[config.mk]
export PLATFORM = sky130hd
export DESIGN_NAME = dso_status_selector
export DESIGN_NICKNAME = d
export VERILOG_FILES = /design/src/dso_pkg.sv /design/src/dso_output_channel.sv /design/src/dso_status_selector.sv
export SDC_FILE = /design/constraint.sdc
export NUM_CORES = 2
export LEC_CHECK = 0
export BUFFER_PORTS_ARGS = -buffer_cell sky130_fd_sc_hd__buf_4
export CELL_PAD_IN_SITES_DETAIL_PLACEMENT = 1
export CELL_PAD_IN_SITES_GLOBAL_PLACEMENT = 1
export CORE_MARGIN = 4
export CORE_UTILIZATION = 32
export DETAILED_ROUTE_END_ITERATION = 6
export PLACE_DENSITY = 0.68
export SYNTH_ARGS = -nofsm -noshare
export SYNTH_HDL_FRONTEND = slang
export SYNTH_SLANG_ARGS = --single-unit
[constraint.sdc]
create_clock -name sys_clk -period 5.81 [get_ports sys_clk]
set_clock_uncertainty 0.05 [all_clocks]
set_input_delay 0.581 -clock sys_clk [delete_from_list [all_inputs] [get_ports sys_clk]]
set_output_delay 0.581 -clock sys_clk [all_outputs]
set_load 0.01 [all_outputs]
[src/dso_pkg.sv]
package dso_pkg;

  // ****************************************
  // Clock and timing
  // ****************************************
  localparam int unsigned CLK_MHZ = 250;
  localparam int unsigned FIXED_RELEASE_MS = 100;
  localparam int unsigned HUNDRED_MS_CYCLES = FIXED_RELEASE_MS * 1000 * CLK_MHZ;
  localparam int unsigned TICK_CNT_W = 25;

  // ****************************************
  // Register byte offsets
  // ****************************************
  localparam logic [7:0] OFS_FUNC_SEL = 8'h00;
  localparam logic [7:0] OFS_POLARITY = 8'h04;
  localparam logic [7:0] OFS_HOST_CONTACT = 8'h08;
  localparam logic [7:0] OFS_FREQ_DET1 = 8'h0C;
  localparam logic [7:0] OFS_FREQ_DET2 = 8'h10;
  localparam logic [7:0] OFS_FREQ_LOW45 = 8'h14;
  localparam logic [7:0] OFS_CUR_AGREE = 8'h18;
  localparam logic [7:0] OFS_CUR_AGREE2 = 8'h1C;
  localparam logic [7:0] OFS_LOW_CUR = 8'h20;
  localparam logic [7:0] OFS_UNDERVOLT = 8'h24;
  localparam logic [7:0] OFS_TEMP = 8'h28;
  localparam logic [7:0] OFS_SOURCE = 8'h2C;
  localparam logic [7:0] OFS_STATUS = 8'h30;

  // ****************************************
  // Field ranges (0.1 unit steps) and reset values
  // ****************************************
  localparam logic [15:0] FREQ_LEVEL_MAX = 16'h1766;
  localparam logic [15:0] WIDTH_MIN = 16'h0001;
  localparam logic [15:0] WIDTH_MAX = 16'h00FF;
  localparam logic [15:0] CUR_LEVEL_MIN = 16'h0001;
  localparam logic [15:0] CUR_LEVEL_MAX = 16'h270F;
  localparam logic [15:0] CUR_DELAY_MIN = 16'h0001;
  localparam logic [15:0] CUR_DELAY_MAX = 16'h0064;
  localparam logic [15:0] ZERO16 = 16'h0000;
  localparam logic [15:0] RST_WIDTH = 16'h0001;
  localparam logic [15:0] RST_CUR_LEVEL = 16'h0001;
  localparam logic [15:0] RST_CUR_DELAY = 16'h0001;
  localparam logic [23:0] RST_FUNC_SEL = 24'h00_0000;
  localparam int unsigned NUM_OUTPUTS = 3;
  localparam int unsigned NUM_CODES = 64;

  // ****************************************
  // Status function codes
  // ****************************************
  localparam int unsigned FN_FREQ_AGREE = 2;
  localparam int unsigned FN_SET_FREQ_AGREE = 3;
  localparam int unsigned FN_FREQ_DET1 = 4;
  localparam int unsigned FN_FREQ_DET2 = 5;
  localparam int unsigned FN_OVER_TORQUE = 12;
  localparam int unsigned FN_CUR_AGREE = 13;
  localparam int unsigned FN_PLC_STATUS = 18;
  localparam int unsigned FN_ZERO_SPEED = 20;
  localparam int unsigned FN_READY = 21;
  localparam int unsigned FN_UNDERVOLT = 22;
  localparam int unsigned FN_RUN_SOURCE = 23;
  localparam int unsigned FN_FREQ_SOURCE = 24;
  localparam int unsigned FN_LOW_TORQUE = 25;
  localparam int unsigned FN_REF_LOSS = 26;
  localparam int unsigned FN_MOTOR_TWO = 30;
  localparam int unsigned FN_ZERO_SERVO = 31;
  localparam int unsigned FN_HOST_CONTACT = 32;
  localparam int unsigned FN_FREQ_DET3 = 50;
  localparam int unsigned FN_LOW_CURRENT = 57;
  localparam int unsigned FN_DECEL_DET = 58;
  localparam int unsigned FN_OVER_TEMP = 59;

  localparam logic [1:0] SRC_LOCAL = 2'h0;
  localparam logic [1:0] SRC_PLC = 2'h3;

  typedef enum logic [1:0] {
    CA_IDLE = 2'b00,
    CA_QUALIFY = 2'b01,
    CA_ON = 2'b10,
    CA_RELEASE = 2'b11
  } dso_cur_state_t;

  // ****************************************
  // Helpers
  // ****************************************
  function automatic logic [15:0] clampRange(input logic [15:0] v, input logic [15:0] lo, input logic [15:0] hi);
    clampRange = (v < lo) ? lo : ((v > hi) ? hi : v);
  endfunction

  function automatic logic [15:0] absDiff(input logic [15:0] a, input logic [15:0] b);
    absDiff = (a > b) ? (a - b) : (b - a);
  endfunction

endpackage

[src/dso_output_channel.sv]
`timescale 1ns/1ns
`default_nettype none

module dso_output_channel #(
  parameter int unsigned NUM_CODES = dso_pkg::NUM_CODES
) (
  input wire logic sys_clk,
  input wire logic rst_b,
  input wire logic [7:0] funcCode,
  input wire logic invertSel,
  input wire logic [NUM_CODES-1:0] conditionVec,
  output logic rawStatus,
  output logic outPin
);

  logic codeDefined;
  logic outPin_next;

  // ****************************************
  // Function select and contact polarity
  // ****************************************
  assign codeDefined = (funcCode < 8'(NUM_CODES));
  assign rawStatus = codeDefined ? conditionVec[funcCode[5:0]] : 1'b0;
  assign outPin_next = rawStatus ^ invertSel;

  always_ff @(posedge sys_clk or negedge rst_b) begin
    if (!rst_b) begin
      outPin <= 1'b0;
    end else begin
      outPin <= outPin_next;
    end
  end

endmodule // dso_output_channel

`default_nettype wire

[src/dso_status_selector.sv]
// Implementation choices: the APB register port and the register addresses.
`timescale 1ns/1ns
`default_nettype none


module dso_status_selector #(
  parameter int unsigned HUNDRED_MS_CYCLES = dso_pkg::HUNDRED_MS_CYCLES
) (
  input wire logic sys_clk,
  input wire logic rst_b,
  input wire logic [7:0] paddr,
  input wire logic psel,
  input wire logic penable,
  input wire logic pwrite,
  input wire logic [31:0] pwdata,
  output logic [31:0] prdata,
  output logic pready,
  output logic pslverr,
  input wire logic [15:0] outFreq,
  input wire logic [15:0] freqRef,
  input wire logic [15:0] outCurrent,
  input wire logic [15:0] dcBusVolt,
  input wire logic [15:0] heatSinkTemp,
  input wire logic decelerating,
  input wire logic faultActive,
  input wire logic driveReady,
  input wire logic localRemoteIn,
  input wire logic refLost,
  input wire logic overTorque,
  input wire logic lowTorque,
  input wire logic motorTwoSel,
  input wire logic zeroServoEn,
  input wire logic zeroServoLocked,
  output logic relayOutOne,
  output logic relayOutTwo,
  output logic optocouplerOutOne,
  output logic commandSourceLamp,
  output logic refLossDecelStop,
  output logic [15:0] refLossHoldFreq
);

  localparam int unsigned NO = dso_pkg::NUM_OUTPUTS;

  // ****************************************
  // Register storage
  // ****************************************
  logic [23:0] funcSel_reg;
  logic [2:0] polarity_reg;
  logic [2:0] hostContact_reg;
  logic [15:0] freqLevel_reg, freqWidth_reg;
  logic [15:0] freqLevel2_reg, freqWidth2_reg;
  logic [15:0] freqLevel4_reg, freqLevel5_reg;
  logic [15:0] curLevel_reg, curDelay_reg, curLevel2_reg;
  logic [15:0] lowCurLevel_reg, minFreq_reg;
  logic [15:0] underVolt_reg;
  logic [15:0] tempLevel_reg, tempHyst_reg;
  logic [1:0] runSrc_reg, freqSrc_reg;
  logic lossMode_reg;
  logic [7:0] lossFrac_reg;
  logic [31:0] prdata_next;

  // ****************************************
  // APB decode
  // ****************************************
  logic setupPhase, writeAccess, addrHit;
  logic [31:0] readMux;
  logic [15:0] wrLo, wrHi;
  logic [15:0] curLevel2Eff;
  logic [NO-1:0] rawStatus;

  assign setupPhase = psel && !penable;
  assign writeAccess = psel && penable && pwrite && addrHit;
  assign wrLo = pwdata[15:0];
  assign wrHi = pwdata[31:16];
  assign pready = 1'b1;
  assign pslverr = psel && penable && !addrHit;
  assign curLevel2Eff = (curLevel2_reg > curLevel_reg) ? curLevel_reg : curLevel2_reg;

  assign addrHit = (paddr == dso_pkg::OFS_FUNC_SEL) || (paddr == dso_pkg::OFS_POLARITY) ||
    (paddr == dso_pkg::OFS_HOST_CONTACT) || (paddr == dso_pkg::OFS_FREQ_DET1) ||
    (paddr == dso_pkg::OFS_FREQ_DET2) || (paddr == dso_pkg::OFS_FREQ_LOW45) ||
    (paddr == dso_pkg::OFS_CUR_AGREE) || (paddr == dso_pkg::OFS_CUR_AGREE2) ||
    (paddr == dso_pkg::OFS_LOW_CUR) || (paddr == dso_pkg::OFS_UNDERVOLT) ||
    (paddr == dso_pkg::OFS_TEMP) || (paddr == dso_pkg::OFS_SOURCE) || (paddr == dso_pkg::OFS_STATUS);

  logic caOn;
  logic det1_reg, det2_reg, det3_reg, overTemp_reg;

  always_comb begin
    case (paddr)
      dso_pkg::OFS_FUNC_SEL: readMux = {8'h00, funcSel_reg};
      dso_pkg::OFS_POLARITY: readMux = {29'h0000_0000, polarity_reg};
      dso_pkg::OFS_HOST_CONTACT: readMux = {29'h0000_0000, hostContact_reg};
      dso_pkg::OFS_FREQ_DET1: readMux = {freqWidth_reg, freqLevel_reg};
      dso_pkg::OFS_FREQ_DET2: readMux = {freqWidth2_reg, freqLevel2_reg};
      dso_pkg::OFS_FREQ_LOW45: readMux = {freqLevel5_reg, freqLevel4_reg};
      dso_pkg::OFS_CUR_AGREE: readMux = {curDelay_reg, curLevel_reg};
      dso_pkg::OFS_CUR_AGREE2: readMux = {16'h0000, curLevel2Eff};
      dso_pkg::OFS_LOW_CUR: readMux = {minFreq_reg, lowCurLevel_reg};
      dso_pkg::OFS_UNDERVOLT: readMux = {16'h0000, underVolt_reg};
      dso_pkg::OFS_TEMP: readMux = {tempHyst_reg, tempLevel_reg};
      dso_pkg::OFS_SOURCE: readMux = {lossFrac_reg, 16'h0000, 3'h0, lossMode_reg, freqSrc_reg, runSrc_reg};
      dso_pkg::OFS_STATUS: readMux = {21'h00_0000, overTemp_reg, det3_reg, det2_reg, det1_reg, caOn,
                                      rawStatus, optocouplerOutOne, relayOutTwo, relayOutOne};
      default: readMux = 32'h0000_0000;
    endcase
  end

  assign prdata_next = setupPhase ? readMux : prdata;

  always_ff @(posedge sys_clk or negedge rst_b) begin
    if (!rst_b) begin
      prdata <= 32'h0000_0000;
    end else begin
      prdata <= prdata_next;
    end
  end

  // ****************************************
  // Register writes with range clamping of the frequency and current fields
  // ****************************************
  always_ff @(posedge sys_clk or negedge rst_b) begin
    if (!rst_b) begin
      funcSel_reg <= dso_pkg::RST_FUNC_SEL;
      polarity_reg <= 3'h0;
      hostContact_reg <= 3'h0;
      freqLevel_reg <= dso_pkg::ZERO16;
      freqWidth_reg <= dso_pkg::RST_WIDTH;
      freqLevel2_reg <= dso_pkg::ZERO16;
      freqWidth2_reg <= dso_pkg::RST_WIDTH;
      freqLevel4_reg <= dso_pkg::ZERO16;
      freqLevel5_reg <= dso_pkg::ZERO16;
      curLevel_reg <= dso_pkg::RST_CUR_LEVEL;
      curDelay_reg <= dso_pkg::RST_CUR_DELAY;
      curLevel2_reg <= dso_pkg::ZERO16;
      lowCurLevel_reg <= dso_pkg::ZERO16;
      minFreq_reg <= dso_pkg::ZERO16;
      underVolt_reg <= dso_pkg::ZERO16;
      tempLevel_reg <= dso_pkg::ZERO16;
      tempHyst_reg <= dso_pkg::ZERO16;
      runSrc_reg <= dso_pkg::SRC_LOCAL;
      freqSrc_reg <= dso_pkg::SRC_LOCAL;
      lossMode_reg <= 1'b0;
      lossFrac_reg <= 8'h00;
    end else if (writeAccess) begin
      case (paddr)
        dso_pkg::OFS_FUNC_SEL: funcSel_reg <= pwdata[23:0];
        dso_pkg::OFS_POLARITY: polarity_reg <= pwdata[2:0];
        dso_pkg::OFS_HOST_CONTACT: hostContact_reg <= pwdata[2:0];
        dso_pkg::OFS_FREQ_DET1: begin
          freqLevel_reg <= dso_pkg::clampRange(wrLo, dso_pkg::ZERO16, dso_pkg::FREQ_LEVEL_MAX);
          freqWidth_reg <= dso_pkg::clampRange(wrHi, dso_pkg::WIDTH_MIN, dso_pkg::WIDTH_MAX);
        end
        dso_pkg::OFS_FREQ_DET2: begin
          freqLevel2_reg <= dso_pkg::clampRange(wrLo, dso_pkg::ZERO16, dso_pkg::FREQ_LEVEL_MAX);
          freqWidth2_reg <= dso_pkg::clampRange(wrHi, dso_pkg::WIDTH_MIN, dso_pkg::WIDTH_MAX);
        end
        dso_pkg::OFS_FREQ_LOW45: begin
          freqLevel4_reg <= dso_pkg::clampRange(wrLo, dso_pkg::ZERO16, dso_pkg::FREQ_LEVEL_MAX);
          freqLevel5_reg <= dso_pkg::clampRange(wrHi, dso_pkg::ZERO16, dso_pkg::FREQ_LEVEL_MAX);
        end
        dso_pkg::OFS_CUR_AGREE: begin
          curLevel_reg <= dso_pkg::clampRange(wrLo, dso_pkg::CUR_LEVEL_MIN, dso_pkg::CUR_LEVEL_MAX);
          curDelay_reg <= dso_pkg::clampRange(wrHi, dso_pkg::CUR_DELAY_MIN, dso_pkg::CUR_DELAY_MAX);
        end
        dso_pkg::OFS_CUR_AGREE2: curLevel2_reg <= (wrLo > curLevel_reg) ? curLevel_reg : wrLo;
        dso_pkg::OFS_LOW_CUR: begin
          lowCurLevel_reg <= dso_pkg::clampRange(wrLo, dso_pkg::ZERO16, dso_pkg::CUR_LEVEL_MAX);
          minFreq_reg <= dso_pkg::clampRange(wrHi, dso_pkg::ZERO16, dso_pkg::FREQ_LEVEL_MAX);
        end
        dso_pkg::OFS_UNDERVOLT: underVolt_reg <= wrLo;
        dso_pkg::OFS_TEMP: begin
          tempLevel_reg <= wrLo;
          tempHyst_reg <= wrHi;
        end
        dso_pkg::OFS_SOURCE: begin
          runSrc_reg <= pwdata[1:0];
          freqSrc_reg <= pwdata[3:2];
          lossMode_reg <= pwdata[4];
          lossFrac_reg <= pwdata[31:24];
        end
        default: begin
        end
      endcase
    end
  end

  // ****************************************
  // Frequency and temperature comparisons
  // ****************************************
  logic [16:0] lvlPlusW, lvl2PlusW2, refMinusW, tempPlusHyst;
  logic [16:0] outFreqX, heatX;

  assign outFreqX = {1'b0, outFreq};
  assign heatX = {1'b0, heatSinkTemp};
  assign lvlPlusW = {1'b0, freqLevel_reg} + {1'b0, freqWidth_reg};
  assign lvl2PlusW2 = {1'b0, freqLevel2_reg} + {1'b0, freqWidth2_reg};
  assign refMinusW = {1'b0, freqRef} - {1'b0, freqWidth_reg};
  assign tempPlusHyst = heatX + {1'b0, tempHyst_reg};

  logic det1_next, det2_next, det3_next, overTemp_next;

  assign det1_next = (outFreqX > lvlPlusW) ? 1'b1 : ((outFreq < freqLevel_reg) ? 1'b0 : det1_reg);
  assign det2_next = (outFreqX > lvlPlusW) ? 1'b0 : ((outFreq < freqLevel4_reg) ? 1'b1 : det2_reg);
  assign det3_next = (outFreqX > lvl2PlusW2) ? 1'b1 : ((outFreq < freqLevel5_reg) ? 1'b0 : det3_reg);
  assign overTemp_next = (heatSinkTemp > tempLevel_reg) ? 1'b1 :
                         ((tempPlusHyst < {1'b0, tempLevel_reg}) ? 1'b0 : overTemp_reg);

  always_ff @(posedge sys_clk or negedge rst_b) begin
    if (!rst_b) begin
      det1_reg <= 1'b0;
      det2_reg <= 1'b0;
      det3_reg <= 1'b0;
      overTemp_reg <= 1'b0;
    end else begin
      det1_reg <= det1_next;
      det2_reg <= det2_next;
      det3_reg <= det3_next;
      overTemp_reg <= overTemp_next;
    end
  end

  // ****************************************
  // Current agree with qualify and release timing
  // ****************************************
  dso_pkg::dso_cur_state_t caState_reg, caState_next;
  logic [dso_pkg::TICK_CNT_W-1:0] prescale_reg, prescale_next;
  logic [7:0] tenths_reg, tenths_next;
  logic curAbove, curBelow2, prescaleDone;

  assign curAbove = outCurrent > curLevel_reg;
  assign curBelow2 = outCurrent <= curLevel2Eff;
  assign prescaleDone = (prescale_reg == dso_pkg::TICK_CNT_W'(HUNDRED_MS_CYCLES - 1));
  assign caOn = (caState_reg == dso_pkg::CA_ON) || (caState_reg == dso_pkg::CA_RELEASE);

  always_comb begin
    caState_next = caState_reg;
    prescale_next = prescaleDone ? '0 : prescale_reg + 1'b1;
    tenths_next = tenths_reg;
    case (caState_reg)
      dso_pkg::CA_IDLE: begin
        prescale_next = '0;
        tenths_next = 8'h00;
        if (curAbove) begin
          caState_next = dso_pkg::CA_QUALIFY;
        end
      end
      dso_pkg::CA_QUALIFY: begin
        if (!curAbove) begin
          caState_next = dso_pkg::CA_IDLE;
        end else if (tenths_reg > curDelay_reg[7:0]) begin
          caState_next = dso_pkg::CA_ON;
        end else if (prescaleDone) begin
          tenths_next = tenths_reg + 8'h01;
        end
      end
      dso_pkg::CA_ON: begin
        prescale_next = '0;
        if (curBelow2) begin
          caState_next = dso_pkg::CA_RELEASE;
        end
      end
      dso_pkg::CA_RELEASE: begin
        if (!curBelow2) begin
          caState_next = dso_pkg::CA_ON;
        end else if (prescaleDone) begin
          caState_next = dso_pkg::CA_IDLE;
        end
      end
      default: caState_next = dso_pkg::CA_IDLE;
    endcase
  end

  always_ff @(posedge sys_clk or negedge rst_b) begin
    if (!rst_b) begin
      caState_reg <= dso_pkg::CA_IDLE;
      prescale_reg <= '0;
      tenths_reg <= 8'h00;
    end else begin
      caState_reg <= caState_next;
      prescale_reg <= prescale_next;
      tenths_reg <= tenths_next;
    end
  end

  // ****************************************
  // Reference loss handling
  // ****************************************
  logic [15:0] lastRef_reg;
  logic [23:0] holdProduct;

  assign holdProduct = lastRef_reg * lossFrac_reg;
  assign refLossDecelStop = refLost && !lossMode_reg;

  always_ff @(posedge sys_clk or negedge rst_b) begin
    if (!rst_b) begin
      lastRef_reg <= 16'h0000;
      refLossHoldFreq <= 16'h0000;
    end else begin
      if (!refLost) begin
        lastRef_reg <= freqRef;
      end
      refLossHoldFreq <= (refLost && lossMode_reg) ? holdProduct[23:8] : 16'h0000;
    end
  end

  // ****************************************
  // Condition vector
  // ****************************************
  logic [dso_pkg::NUM_CODES-1:0] condCommon;
  logic localRun, localFreq;

  assign localRun = (runSrc_reg == dso_pkg::SRC_LOCAL) || localRemoteIn;
  assign localFreq = (freqSrc_reg == dso_pkg::SRC_LOCAL) || localRemoteIn;
  assign commandSourceLamp = !localRun;

  always_comb begin
    condCommon = '0;
    condCommon[dso_pkg::FN_FREQ_AGREE] = dso_pkg::absDiff(outFreq, freqRef) <= freqWidth_reg;
    condCommon[dso_pkg::FN_SET_FREQ_AGREE] = dso_pkg::absDiff(outFreq, freqLevel_reg) <= freqWidth_reg;
    condCommon[dso_pkg::FN_FREQ_DET1] = det1_reg;
    condCommon[dso_pkg::FN_FREQ_DET2] = det2_reg;
    condCommon[dso_pkg::FN_OVER_TORQUE] = overTorque;
    condCommon[dso_pkg::FN_CUR_AGREE] = caOn;
    condCommon[dso_pkg::FN_PLC_STATUS] = (runSrc_reg == dso_pkg::SRC_PLC);
    condCommon[dso_pkg::FN_ZERO_SPEED] = outFreq <= minFreq_reg;
    condCommon[dso_pkg::FN_READY] = !faultActive && driveReady;
    condCommon[dso_pkg::FN_UNDERVOLT] = dcBusVolt < underVolt_reg;
    condCommon[dso_pkg::FN_RUN_SOURCE] = localRun;
    condCommon[dso_pkg::FN_FREQ_SOURCE] = localFreq;
    condCommon[dso_pkg::FN_LOW_TORQUE] = lowTorque;
    condCommon[dso_pkg::FN_REF_LOSS] = refLost;
    condCommon[dso_pkg::FN_MOTOR_TWO] = motorTwoSel;
    condCommon[dso_pkg::FN_ZERO_SERVO] = zeroServoEn && zeroServoLocked;
    condCommon[dso_pkg::FN_FREQ_DET3] = det3_reg;
    condCommon[dso_pkg::FN_LOW_CURRENT] = outCurrent <= lowCurLevel_reg;
    condCommon[dso_pkg::FN_DECEL_DET] = decelerating && (outFreqX < refMinusW) && (freqRef >= freqWidth_reg);
    condCommon[dso_pkg::FN_OVER_TEMP] = overTemp_reg;
  end

  // ****************************************
  // Output channels
  // ****************************************
  logic [NO-1:0] outPins;

  for (genvar i = 0; i < NO; i++) begin : gChan
    logic [dso_pkg::NUM_CODES-1:0] condVec;
    always_comb begin
      condVec = condCommon;
      condVec[dso_pkg::FN_HOST_CONTACT] = hostContact_reg[i];
    end
    dso_output_channel #(
      .NUM_CODES(dso_pkg::NUM_CODES)
    ) uChan (
      .sys_clk(sys_clk),
      .rst_b(rst_b),
      .funcCode(funcSel_reg[8*i +: 8]),
      .invertSel(polarity_reg[i]),
      .conditionVec(condVec),
      .rawStatus(rawStatus[i]),
      .outPin(outPins[i])
    );
  end

  assign relayOutOne = outPins[0];
  assign relayOutTwo = outPins[1];
  assign optocouplerOutOne = outPins[2];

endmodule // dso_status_selector

`default_nettype wire

; Word-level counts from Yosys, hierarchy flattened
; Cells that the tools add are included.
[word_totals]
regBits = 373
output_inout_bits = 55
wordCells = 210
[classes]
add_sub_neg = 10
mul = 1
n_lt_le_gt_ge = 36
eq_ne = 24
mux = 47
bitwise_logic = 3
reduce_logical = 55
[ops]
columns = cell, count
row1 = 32-bit case mux with 13 select lines, 1
row2 = 16-bit two-way mux, 16
row3 = 16-bit > comparator, 6
row4 = 16-bit less-or-equal comparator, 5
row5 = 16-bit by 1-bit less-than comparator with 1-bit output (second input constant), 4
row6 = 16-bit less-than comparator, 4
row7 = 16-bit subtractor, 4
row8 = 16-bit by 16-bit adder with 17-bit output, 3
row9 = 25-bit two-way mux, 2
row10 = 8-bit by 6-bit equality test with 1-bit output (second input constant), 5
row11 = 16-bit by 17-bit > comparator with 1-bit output, 2
row12 = 8-bit by 5-bit equality test with 1-bit output (second input constant), 4
row13 = 16-bit by 13-bit > comparator with 1-bit output (second input constant), 2
row14 = 25-bit by 1-bit adder with 25-bit output (second input constant), 1
row15 = 25-bit equality test (second input constant), 1
row16 = 8-bit by 7-bit less-than comparator with 1-bit output (second input constant), 3
row17 = 16-bit by 8-bit multiplier with 24-bit output, 1
row18 = 8-bit two-way mux, 3
row19 = 2-bit AND reduction, 12
row20 = 6-bit by 7-bit less-than comparator with 1-bit output (second input constant), 3
row21 = 1-bit binary-select mux with 6-bit select, 3
row22 = 16-bit by 17-bit less-than comparator with 1-bit output, 1
row23 = 17-bit by 16-bit less-than comparator with 1-bit output, 1
row24 = 16-bit by 16-bit subtractor with 17-bit output, 1
row25 = other kinds (25), 88

; Depth between registers and ports, before layout
[logic_depth]
depth_word = 15
mapped_depth = 24
ltp_nobuf = 23

; Modules after synthesis
; A second synthesis with hierarchy kept.
[hier_totals]
cells_unflattened = 3656
area_unflattened_um2 = 33394.5
[by_module_without_submodules]
columns = module, n_inst, cells_each, area_per_inst_um2, seq_area_each_um2
row1 = dso_status_selector, 1, 3500, 31266.2, 9263.9
row2 = dso_output_channel, 3, 52, 709.4, 25.0

; Least setup slack after synthesis
; OpenSTA, ideal clock, no wires.
[synth_path]
path_type = register to register
from = register lossFrac_reg[6]
to = register refLossHoldFreq[14]
setup_time_ns = 0.089
arrival_time_ns = 4.901
required_ns = 5.671
slack_ns = 0.770
path_stages_with_launch = 18
cell_sequence = dfrtp_1 clkbuf_1 clkbuf_1 nand2_1 fa_1 inv_1 fa_1 fa_1 fa_1 ha_1 or4_1 a31oi_1 o41ai_2 a21oi_1 o21ai_1 o21a_1 o21ai_0 nor3b_1
[synth_between]
elab_chain_cells = 2
[synth_lines]
columns = item, line_no
row1 = from (decl), dso_status_selector.sv:59  ; logic [7:0] lossFrac_reg;
row2 = from (signal assigned), dso_status_selector.sv:180  ; lossFrac_reg <= pwdata[31:24];
row3 = 16-bit by 8-bit multiplier with 24-bit output, dso_status_selector.sv:292  ; assign holdProduct = lastRef_reg * lossFrac_reg;
row4 = 16-bit two-way mux, dso_status_selector.sv:303  ; refLossHoldFreq <= (refLost && lossMode_reg) ? holdProduct[23:8] : 16'h0000;
row5 = to (signal assigned), dso_status_selector.sv:303
row6 = to (decl), dso_status_selector.sv:39  ; output logic [15:0] refLossHoldFreq
; Every way passes these cells.
; A chain may end at the register's enable or synchronous reset.

; Final worst setup path
[layout_path]
from = register lastRef_reg[1]
to = register refLossHoldFreq[15]
[layout_between]
elab_chain_cells = 2
[layout_lines]
columns = item, line_no
row1 = from (decl), dso_status_selector.sv:289  ; logic [15:0] lastRef_reg;
row2 = from (signal assigned), dso_status_selector.sv:301  ; lastRef_reg <= freqRef;
row3 = 16-bit by 8-bit multiplier with 24-bit output, dso_status_selector.sv:292
row4 = 16-bit two-way mux, dso_status_selector.sv:303
; Every way passes these cells.

==> flow_metrics.env <==
export IMPL_syn2layout_area_growth_pct=14.4
export IMPL_period_needed_ns=5.35
export IMPL_htreeDepth=2
export IMPL_worstPathArrival_ns=5.79
export IMPL_io_buffers=188
export IMPL_drive_above_1_share_pct=11.7
export IMPL_die_h_um=323
export IMPL_antenna_found_initial=4
export IMPL_drcViolationCount=0
export IMPL_pre_cts_slack_ns=0.115
export IMPL_worstSetupEndpointType="flop"
export IMPL_async_reset_ff_share_pct=100
export IMPL_dpl_hpwl_um=98200
export IMPL_critPathMaxFanout=9
export IMPL_synth_ff_type="dfrtp_1"
export IMPL_fmax_mhz=187
export IMPL_setup_viol=0
export IMPL_fp_row_count=115
export IMPL_pin_count=190
export IMPL_worstPathRequired_ns=6.25
export IMPL_dieArea_sq_um=105000
export IMPL_top_usage_layer="met2"
export IMPL_powerDensity_nw_per_um2=186
export IMPL_routabilityCongestion=0.945
export IMPL_synth_seq_cells=373
export IMPL_synth_edff_count=0
export IMPL_grt_use_met3_pct=4.26
export IMPL_wl_per_cell_um=24.5
export IMPL_final_core_util_pct=36.9
export IMPL_whs_path_depth=2
export IMPL_synthDistinctLibCells=85
export IMPL_grt_pass1_wl_um=186000
export IMPL_worst_pin_slew_ns=1.19
export IMPL_postSynthCellCount=3588
export IMPL_core_sq_um=98600
export IMPL_synth_area_top_cells="dfrtp_1 29%, ha_1 17%, fa_1 5.7%"
export IMPL_finalCritPeriodShare_pct=92.1
export IMPL_vias_per_cell=5.59
export IMPL_setup_tns_ns=0
export IMPL_maxCapViolCount=0
export IMPL_drt_iter0_drc=2331
export IMPL_seq_area_frac_synth_pct=29.3
export IMPL_wl_um=124000
export IMPL_clk_latency_ns=0.62
export IMPL_clockRootBuffer="clkbuf_16"
export IMPL_synth_largest_area_cell="dfrtp_1"
export IMPL_grtUsageMet2_pct=38.6
export IMPL_drtPass1Iterations=7
export IMPL_outcome="complete, no violations"
export IMPL_clkTransAtPathRegs_ns=0.07
export IMPL_synth_avg_cell_area_sq_um=8.87
export IMPL_synth_top_area_share_pct=29.0
export IMPL_dp_cells=4969
export IMPL_cts_tree="yes"
export IMPL_slew_headroom_pct=20.8
export IMPL_finalWorstSetupSlack_ns=0.460
export IMPL_nets=4383
export IMPL_start_util_pct=32.3
export IMPL_die_x_um=323
export IMPL_gr_usage_met1_pct=30.5
export IMPL_synth_nets=4242
export IMPL_largest_reg_flops=32
export IMPL_grt_ovfl_total=0
export IMPL_syn_area_sq_um=31800
export IMPL_crit_path_start_kind="flop"
export IMPL_grt_usage_pct=23.4
export IMPL_criticalPathCategory="flop to flop"
export IMPL_cts_buffers_inserted=44
export IMPL_postCtsSetupBuffers=0
export IMPL_ir_drop_mv=0.238
export IMPL_drtAntennaViolNets=0
export IMPL_cts_sinks=373
export IMPL_totalPowerFinal_mw=6.79
export IMPL_rsz0062_at_grt="false"
export IMPL_grt_pass1_vias=29600
export IMPL_grt_max_degree=154
export IMPL_vias=28200
export IMPL_finalHoldViolations=0
export IMPL_clockBufferDepth=3
export IMPL_hp_class="input port to flop"
export IMPL_yosys_warnings=0
export IMPL_cts_resized=0
export IMPL_r2r_cells=18
export IMPL_p_leak_nw=17.4
export IMPL_maxSlewViolCount=0
export IMPL_final_cells=5049
export IMPL_postCtsHoldBufs=1
## synth_stat cells, types with 40 or more instances
cell	count
nand2_1	377
o21ai_0	261
a21oi_1	203
clkbuf_1	134
inv_1	329
a21o_1	85
mux2_2	68
a31oi_1	40
o21a_1	52
nor3_1	46
and2_1	74
fa_1	91
nor2_1	231
xor2_1	54
nor2b_1	46
xnor2_1	67
nand3_1	70
nand4_1	53
ha_1	428
dfrtp_1	369
mux2i_1	75
## where the power goes
group          internal (mW)  switching (mW)  total (mW)
logic                  0.393           0.612        1.00
registers               2.64          0.0624        2.70
clock network           1.83            1.26        3.09
## layout make-up
cell class,count,area (sq um)
Inverter,329,1230
Timing Repair Buffer,253,1930
Tap cell,1287,1610
Fill cell,11500,62200
Clock buffer,57,1240
Clock inverter,20,338
Antenna cell,2,5.00
Multi-Input combinational cell,2728,20700
Sequential cell,373,9340
## worst paths after layout
path                                       startpoint                             end  slack (ns)
max                        lastRef_reg[1]$_DFFE_PN0N_   refLossHoldFreq[15]$_DFF_PN0_        0.46
min                                        pwdata[29]    tempHyst_reg[13]$_DFFE_PN0P_        0.21
max reg2reg                lastRef_reg[1]$_DFFE_PN0N_   refLossHoldFreq[15]$_DFF_PN0_        0.46
min reg2reg                 prescale_reg[0]$_DFF_PN0_       prescale_reg[0]$_DFF_PN0_        0.43
max in group asynchronous                       rst_b  freqLevel4_reg[11]$_DFFE_PN0P_        3.78
min in group asynchronous                       rst_b   freqWidth2_reg[2]$_DFFE_PN0P_        0.57
## per-stage QoR
step / hold slack, ns / instance area (sq um)
CTS: 0.172 / 36400
floorplan: 0.235 / 31800
finish: 0.209 / 36400
global placement: 0.415 / 34800
detailed placement: 0.422 / 34800
global route: 0.187 / 36400
## worst max-delay path, cell delays in order (launching register included)
cell	delay, ns
dfrtp_1	0.50
and2_1	0.24
fa_1	0.47
fa_1	0.55
inv_1	0.05
fa_1	0.47
fa_1	0.55
inv_1	0.04
ha_1	0.26
o21ai_0	0.08
a21oi_1	0.22
a31oi_1	0.17
o41ai_2	0.43
a21oi_1	0.12
buf_4	0.17
o21ai_1	0.23
nor2_1	0.08
a22oi_1	0.18
mux2_2	0.36
## layout by cell type, fill, tap and decap left out, drive strengths merged, types with 28 or more instances in the layout
cell    instances
inv           331
a221oi         39
a21o           85
mux2           68
xor2           54
nor4           28
nand3          70
o21ai         275
fa             91
o21a           52
and2           74
dfrtp         369
nand4          53
mux2i          75
ha            428
a21oi         204
buf           252
a31oi          40
nand2         377
clkbuf         57
nor2          232
nor2b          46
nor3           47
xnor2          67
## logic make-up after synthesis
family	synth area share (%)
compound gates	19.1
xor+xnor	3.33
fa+ha+maj	22.5
buf+inv	5.87
flops	29.3
mux	4.90
other cells	0.0118
simple gates	14.9
## layer usage
layer	part of all wire, %	vias up
li1	-	13000
met1	43	14200
met2	46	846
met3	6.5	215
met4	4.4	4
met5	0.017	-
Power figures use the tool's default switching activity.
